--- src/hw/wfs_pkg.sv ---
// package for the waveform sequencer slot block: register map, field layout, timing
// assumes a 40 MHz system clock and an apb slave with 32-bit data
package wfs_pkg;
  localparam int unsigned WFS_CLK_HZ = 40_000_000;
  localparam int unsigned WFS_STEP_MS = 10;
  localparam int unsigned WFS_STEP_CYC = WFS_CLK_HZ / 1000 * WFS_STEP_MS;
  localparam int unsigned WFS_SLOT_COUNT = 8;
  // printed offsets are not all multiples of four: they are word indices
  localparam logic [7:0] WFS_IDX_CONTROL = 8'h0c;
  localparam logic [7:0] WFS_IDX_SLOT_FIRST = 8'h0f;
  localparam logic [7:0] WFS_IDX_SLOT_LAST = 8'h16;
  localparam logic [7:0] WFS_IDX_SLOT_FOUR = 8'h12;
  localparam logic [7:0] WFS_IDX_SLOT_FIVE = 8'h13;
  localparam logic [7:0] WFS_IDX_STATUS = 8'h20;
  localparam int unsigned WFS_FLAG_BIT = 7;
  localparam int unsigned WFS_START_BIT = 0;
  localparam logic [7:0] WFS_SLOT_RESET = 8'h00;
  localparam logic [6:0] WFS_END_MARK = 7'h00;
  typedef enum logic [1:0] {
    WFS_IDLE,
    WFS_FETCH,
    WFS_PLAY,
    WFS_PAUSE
  } wfs_state_e;
endpackage : wfs_pkg

--- src/hw/wfs_waveform_sequencer_slots.sv ---
// waveform sequencer with eight apb-mapped sequence slots (slots four and five included)
// assumes an external drive engine that plays an effect index and reports completion
// Operation
// - a slot with its delay flag set idles for ten milliseconds times its 7-bit value.
// - a slot with its delay flag clear holds a 7-bit waveform identifier to play.
// - the identifier is presented as the integer index into the waveform library.
// - setting the start bit of the control register starts playback at the first slot.
// - when a waveform finishes the sequencer takes the next slot and plays it if nonzero.
// - playback stops at an entry whose 7-bit value is zero, delay flag or not, or after all eight slots, whichever comes first.
module wfs_waveform_sequencer_slots #(
  parameter int unsigned STEP_CYCLES = wfs_pkg::WFS_STEP_CYC
) (
  input wire logic clk_sys,
  input wire logic nrst,
  input wire logic psel,
  input wire logic penable,
  input wire logic pwrite,
  input wire logic [31:0] paddr,
  input wire logic [31:0] pwdata,
  output logic [31:0] prdata,
  output logic pready,
  output logic pslverr,
  output logic [6:0] effectIndex,
  output logic effectPlay,
  input wire logic effectDone,
  output logic seqBusy
);
  import wfs_pkg::*;

  initial begin
    if (STEP_CYCLES < 1) $error("STEP_CYCLES must be at least one");
  end

  localparam int unsigned SW = $clog2(WFS_SLOT_COUNT);

  logic [7:0] slotReg [WFS_SLOT_COUNT];
  wfs_state_e stateReg;
  logic [SW-1:0] slotPtrReg;
  logic [31:0] tickCntReg;
  logic [6:0] stepCntReg;
  logic startReg;

  logic [7:0] wordIdx;
  logic accSetup;
  logic slotHit;
  logic [SW-1:0] slotSel;
  logic ctrlHit;
  logic statHit;
  logic [7:0] curSlot;
  logic lastSlot;

  assign wordIdx = paddr[9:2];
  assign accSetup = psel && !penable;
  assign slotHit = (wordIdx >= WFS_IDX_SLOT_FIRST) && (wordIdx <= WFS_IDX_SLOT_LAST);
  assign slotSel = SW'(wordIdx - WFS_IDX_SLOT_FIRST);
  assign ctrlHit = (wordIdx == WFS_IDX_CONTROL);
  assign statHit = (wordIdx == WFS_IDX_STATUS);
  assign curSlot = slotReg[slotPtrReg];
  assign lastSlot = (slotPtrReg == SW'(WFS_SLOT_COUNT - 1));

  // no wait state: the answer is registered in the setup cycle, pready in the first access cycle
  always_ff @(posedge clk_sys or negedge nrst) begin
    if (!nrst) begin
      pready <= 1'b0;
      pslverr <= 1'b0;
      prdata <= 32'h0000_0000;
    end else begin
      pready <= accSetup;
      if (accSetup) begin
        pslverr <= !(slotHit || ctrlHit || statHit);
        prdata <= 32'h0000_0000;
        if (!pwrite) begin
          if (slotHit) prdata <= {24'h00_0000, slotReg[slotSel]};
          else if (ctrlHit) prdata <= {31'h0000_0000, startReg};
          else if (statHit) prdata <= {31'h0000_0000, seqBusy};
        end
      end
    end
  end

  // slots are only written by software; the sequencer never alters them
  genvar gi;
  generate
    for (gi = 0; gi < WFS_SLOT_COUNT; gi++) begin : gSlot
      always_ff @(posedge clk_sys or negedge nrst) begin
        if (!nrst) begin
          slotReg[gi] <= WFS_SLOT_RESET;
        end else if (psel && penable && pready && pwrite && slotHit
                     && slotSel == SW'(gi)) begin
          slotReg[gi] <= pwdata[7:0];
        end
      end
    end
  endgenerate

  // start bit reads as one until the sequencer picks it up
  always_ff @(posedge clk_sys or negedge nrst) begin
    if (!nrst) begin
      startReg <= 1'b0;
    end else if (psel && penable && pready && pwrite && ctrlHit) begin
      startReg <= pwdata[WFS_START_BIT] || startReg;
    end else if (stateReg == WFS_IDLE && startReg) begin
      startReg <= 1'b0;
    end
  end

  always_ff @(posedge clk_sys or negedge nrst) begin
    if (!nrst) begin
      stateReg <= WFS_IDLE;
      slotPtrReg <= '0;
      tickCntReg <= 32'h0000_0000;
      stepCntReg <= 7'h00;
      effectIndex <= 7'h00;
      effectPlay <= 1'b0;
      seqBusy <= 1'b0;
    end else begin
      effectPlay <= 1'b0;
      case (stateReg)
        WFS_IDLE: begin
          seqBusy <= 1'b0;
          if (startReg) begin
            slotPtrReg <= '0;
            stateReg <= WFS_FETCH;
            seqBusy <= 1'b1;
          end
        end
        WFS_FETCH: begin
          if (curSlot[6:0] == WFS_END_MARK) begin
            stateReg <= WFS_IDLE;
            seqBusy <= 1'b0;
          end else if (curSlot[WFS_FLAG_BIT]) begin
            stepCntReg <= curSlot[6:0];
            tickCntReg <= 32'h0000_0000;
            stateReg <= WFS_PAUSE;
          end else begin
            effectIndex <= curSlot[6:0];
            effectPlay <= 1'b1;
            stateReg <= WFS_PLAY;
          end
        end
        WFS_PLAY, WFS_PAUSE: begin
          logic done;
          done = 1'b0;
          if (stateReg == WFS_PLAY) begin
            done = effectDone;
          end else if (tickCntReg == STEP_CYCLES - 1) begin
            tickCntReg <= 32'h0000_0000;
            stepCntReg <= stepCntReg - 7'h01;
            done = (stepCntReg == 7'h01);
          end else begin
            tickCntReg <= tickCntReg + 32'h0000_0001;
          end
          if (done) begin
            if (lastSlot) begin
              stateReg <= WFS_IDLE;
              seqBusy <= 1'b0;
            end else begin
              slotPtrReg <= slotPtrReg + SW'(1);
              stateReg <= WFS_FETCH;
            end
          end
        end
        default: begin
          stateReg <= WFS_IDLE;
        end
      endcase
    end
  end
endmodule : wfs_waveform_sequencer_slots

--- config.mk ---
export PLATFORM = sky130hd
export DESIGN_NAME = wfs_waveform_sequencer_slots
export DESIGN_NICKNAME = d
export VERILOG_FILES = /design/src/hw/wfs_pkg.sv /design/src/hw/wfs_waveform_sequencer_slots.sv
export SDC_FILE = /design/constraint.sdc
export NUM_CORES = 1
export LEC_CHECK = 0
export BUFFER_PORTS_ARGS = -buffer_cell sky130_fd_sc_hd__buf_2
export CELL_PAD_IN_SITES_DETAIL_PLACEMENT = 0
export CELL_PAD_IN_SITES_GLOBAL_PLACEMENT = 2
export CORE_MARGIN = 2
export CORE_UTILIZATION = 34
export DETAILED_ROUTE_END_ITERATION = 10
export GPL_TIMING_DRIVEN = 0
export PLACE_DENSITY = 0.74
export REMOVE_ABC_BUFFERS = 1
export SETUP_SLACK_MARGIN = 0.4
export SKIP_LAST_GASP = 1
export SYNTH_ARGS = -nofsm -noshare
export SYNTH_HDL_FRONTEND = slang
export SYNTH_SLANG_ARGS = --single-unit
--- constraint.sdc ---
create_clock -name clk_sys -period 2.6 [get_ports clk_sys]
set_input_delay 0.52 -clock clk_sys [delete_from_list [all_inputs] [get_ports clk_sys]]
set_output_delay 0.52 -clock clk_sys [all_outputs]
set_load 0.02 [all_outputs]
==> metrics.log <==
[metrics] result of the run: finished clean
[metrics] class of the most critical setup path: reg2reg
[metrics] cell type contributing the most total cell area after synthesis: dfrtp_1
[metrics] Initial Utilization: 34.72%
[metrics] initial antenna violation count: 0
[metrics] Worst Setup Slack post-DPL: -1.435 ns
[metrics] sequential cell area in the final layout: 0.003216 sq mm
[metrics] WL per Instance: 19.24 microns
[metrics] EDFF count, synth: 0
[metrics] number of max-capacitance violations reported: 0
[metrics] standard-cell rows: 52
[metrics] skew final: 0.02053 ns
[metrics] Psw: 1133 uW
[metrics] Max IR drop VDD: 0.0003671 V
[metrics] overall die area: 0.02183 sq mm
[metrics] max frequency: 0.3861 GHz
[metrics] DRC errors left: 0
[metrics] hold buffers post-CTS: 0
[metrics] wire length on met2: 10020 microns
[metrics] clock-pin slew reported for the worst setup and hold paths after clock tree synthesis: 0.07 ns
[metrics] final hold slack: 0.07192 ns
[metrics] register-to-register setup slack: 0.01 ns
[metrics] Detail Placement HPWL: 11650 microns
[metrics] post-synthesis async set-or-reset flop share: 100.0%
[metrics] total I/O pin count: 113
[metrics] share of the synthesized area in the top cell type: 45.59%
[metrics] Final Worst Setup Slack: 0.01026 ns
[metrics] final critical-path required period: 2.590 ns
[metrics] Flop pwr share: 42.9%
[metrics] data arrival at the endpoint of the critical path: 2.90 ns
[metrics] post-route fraction of the period consumed by the critical path: 99.61%
[metrics] die width: 147.7 microns
[metrics] CTS Buffer Depth: 2
[metrics] Met1 Wirelength: 8027 microns
[metrics] flop and latch count out of synthesis: 128
[metrics] synthesized cell area: 0.007025 sq mm
[metrics] Clock Root Buffer: clkbuf_16
[metrics] number of global-route vias before repair: 5491
[metrics] clock buffers created by TritonCTS: 17
[metrics] Post-Synth Adder-Cell Area: 1.959%
[metrics] number of warnings issued by yosys: 0
[metrics] Post-Synth XOR/XNOR Area: 0%
[metrics] endpoint required time on the critical path: 2.91 ns
[metrics] Int Power: 3538 uW
[metrics] Max Transition Viols Final: 0
[metrics] wire length on met3: 503 microns
[metrics] clock network latency to the later pin of the worst-skew pair: 0.43 ns
[metrics] number of levels in the clock H-tree: 4
[metrics] RSZ-0062 raised after global routing: true
[metrics] Worst slew margin: 45.35%
[metrics] Post-Synth Simple-Gate Area: 12.72%
[metrics] fill count: 1892
[metrics] worst-path maximum fanout: 5
[metrics] Area Growth Syn to Fin: 26.55%
[metrics] post-route antenna net violation count: 0
[metrics] Synth area leaders: dfrtp_1, mux2_2, mux4_2
[metrics] Avg Inst Size Synth: 11.50 sq um
[metrics] Worst Tran Pin Value: 0.8168 ns
[metrics] setup violators final: 0
[metrics] final cell utilization of the core: 43.94%
[metrics] number of antenna diodes: 0
[metrics] proportion of synthesized chip area in sequential cells: 45.59%
[metrics] path type of the worst min-delay path: in2async
[metrics] part of the power in combinational logic: 5.3%
[metrics] number of nets in the layout: 776
[metrics] switching power as a share of total power: 24.25%
[metrics] CP startpoint kind: flop
[metrics] Max Used Layer: met4
[metrics] sinks on the clock net: 128
[metrics] Iter 0 DRT Violations: 339
[metrics] Die Y-Extent: 147.7 microns
[metrics] multiplexer share of the synthesized area: 24.24%
[metrics] input/output buffers: 40
[metrics] gpl congestion: 0.8009
[metrics] power consumption: 4671 uW
[metrics] layout cell share with drive strength beyond 1: 38.98%
[metrics] detailed-routing iteration count for the pre-antenna-repair pass: 5
[metrics] clock tree from TritonCTS: done
[metrics] main combinational cell family by area after synthesis: multiplexers
[metrics] total routing usage reported by global routing: 17.93%
[metrics] clock share of power: 51.8%
[metrics] maximum number of pins on one net before global-route repair: 71
[metrics] most used flip-flop cell after synthesis: dfrtp_1
[metrics] count of distinct cell types in the synthesized netlist: 60
[metrics] final routed wirelength across all metal layers: 18820 microns
[metrics] Synth Area in Compound Gates: 10.22%
[metrics] pwr/cell area: 525.3 mW/mm^2
[metrics] GRT overflow: 0
[metrics] kind of end point of the critical path: flop
[metrics] core footprint: 0.02023 sq mm
[metrics] Final Hold Vio Count: 0
[metrics] wire length of the first global-routing pass: 30280 microns
[metrics] cell count after synthesis: 611
[metrics] area of the multi-input gates: 0.003919 sq mm
[metrics] total number of vias: 5257
[metrics] Via density: 5.375
[metrics] leakage component of the power: 0.004087 uW
[state kept, by name (all words and copies together) (netlist names)]
signal,flops
startReg,1
stateReg,2
seqBusy,1
prdata,8
slotPtrReg,3
tickCntReg,32
pslverr,1
effectIndex,7
effectPlay,1
slotReg,64
pready,1
stepCntReg,7
[worst paths after layout]
path,from,to,cells after the start
max,slotPtrReg[0],effectIndex[1],7
min reg2reg,prdata[6],prdata[6],2
max in group asynchronous,nrst,slotPtrReg[0],2
max reg2reg,slotPtrReg[0],effectIndex[1],7
min,nrst,tickCntReg[17],1
min in group clk_sys,effectDone,stateReg[1],2
[area by class of cell]
class / instances / share of cell area (%)
inverter: 16 / 0.8303
timing repair buffer: 91 / 8.458
clock buffer: 18 / 4.939
tap: 270 / 3.800
multi-input combinational: 441 / 44.08
clock inverter: 14 / 1.731
sequential: 128 / 36.17
[timing repair]
| item | 4_1_cts | 5_1_grt |
|---|---|---|
| setup buffers | 31 | 16 |
| resized for setup | 80 | 14 |
| gates cloned | 3 | 1 |
| pin swaps | 14 | 8 |
| setup endpoints to repair | 125 | 100 |
[worst max-delay path, cell delays in order, from the launching register on]
cell and delay, ns:
dfrtp_4 0.47, buf_4 0.15, mux4_2 0.53, mux2i_4 0.30
nand4_4 0.23, or2_4 0.33, nand4_4 0.15, mux2_4 0.31
[layout by cell type, fill, tap and decap left out, types with 7 or more instances in the layout]
master | netlist | final
nor3_1 | 11 | 9
nand3_1 | 25 | 20
buf_6 | 2 | 9
clkbuf_16 | 0 | 18
nand2_1 | 51 | 46
mux4_2 | 32 | 32
mux2_2 | 66 | 64
a21oi_1 | 14 | 12
o31ai_1 | 12 | 11
buf_2 | 5 | 37
and3_1 | 13 | 13
inv_1 | 15 | 13
mux2i_1 | 20 | 15
ha_1 | 11 | 7
a31oi_1 | 9 | 9
buf_4 | 25 | 37
o21ai_0 | 25 | 23
conb_1 | 1 | 24
nor2_1 | 22 | 19
dfrtp_1 | 128 | 124
o21ai_1 | 26 | 27
[metal layers]
metal	global-route usage (%)	vias to the layer above
met5	0	-
met4	5.048	0
met3	3.148	16
met2	31.93	107
met1	22.37	2696
li1	-	2438
[cells by family (layout without fill, tap and decap cells)]
group,after synthesis,count (layout)
adders and majority gates,11,11
DFF,128,128
buffers and inverters,67,139
other,1,24
AOI/OAI and AO/OA,114,116
muxes,121,121
and+or+nand+nor,169,169
[Yosys cell counts, drive strengths merged (7+ instances only)]
library cell / n
nor3: 11
a31oi: 9
and3: 13
nand2: 51
buf: 36
ha: 11
nor2: 22
nand4: 7
o21ai: 51
nand3: 25
mux4: 32
mux2i: 22
inv: 15
dfrtp: 128
mux2: 67
nor4: 7
o31ai: 13
a21oi: 14
clkbuf: 15
[power by group through the flow]
stage | Sequential (uW) | Clock (uW) | Combinational [uW]
3_3_place_gp | 2040 | 0 | 197
5_1_grt | 2000 | 2560 | 274
3_5_place_dp | 2040 | 0 | 207
6_report | 2000 | 2420 | 249
4_1_cts | 2000 | 2470 | 229
2_1_floorplan | 2040 | 0 | 97.0
[per-stage QoR]
stage / instance area (sq um) / TNS [ns] / std cells
after floorplan: 6805 / -18.53 / 583
after global placement: 7343 / -222.10 / 893
after detailed placement: 7412 / -107.80 / 895
after CTS: 8688 / 0 / 961
after global routing: 8891 / -0.4399 / 978
final: 8891 / 0 / 978
No activity file was read; power rests on OpenSTA's default activity.
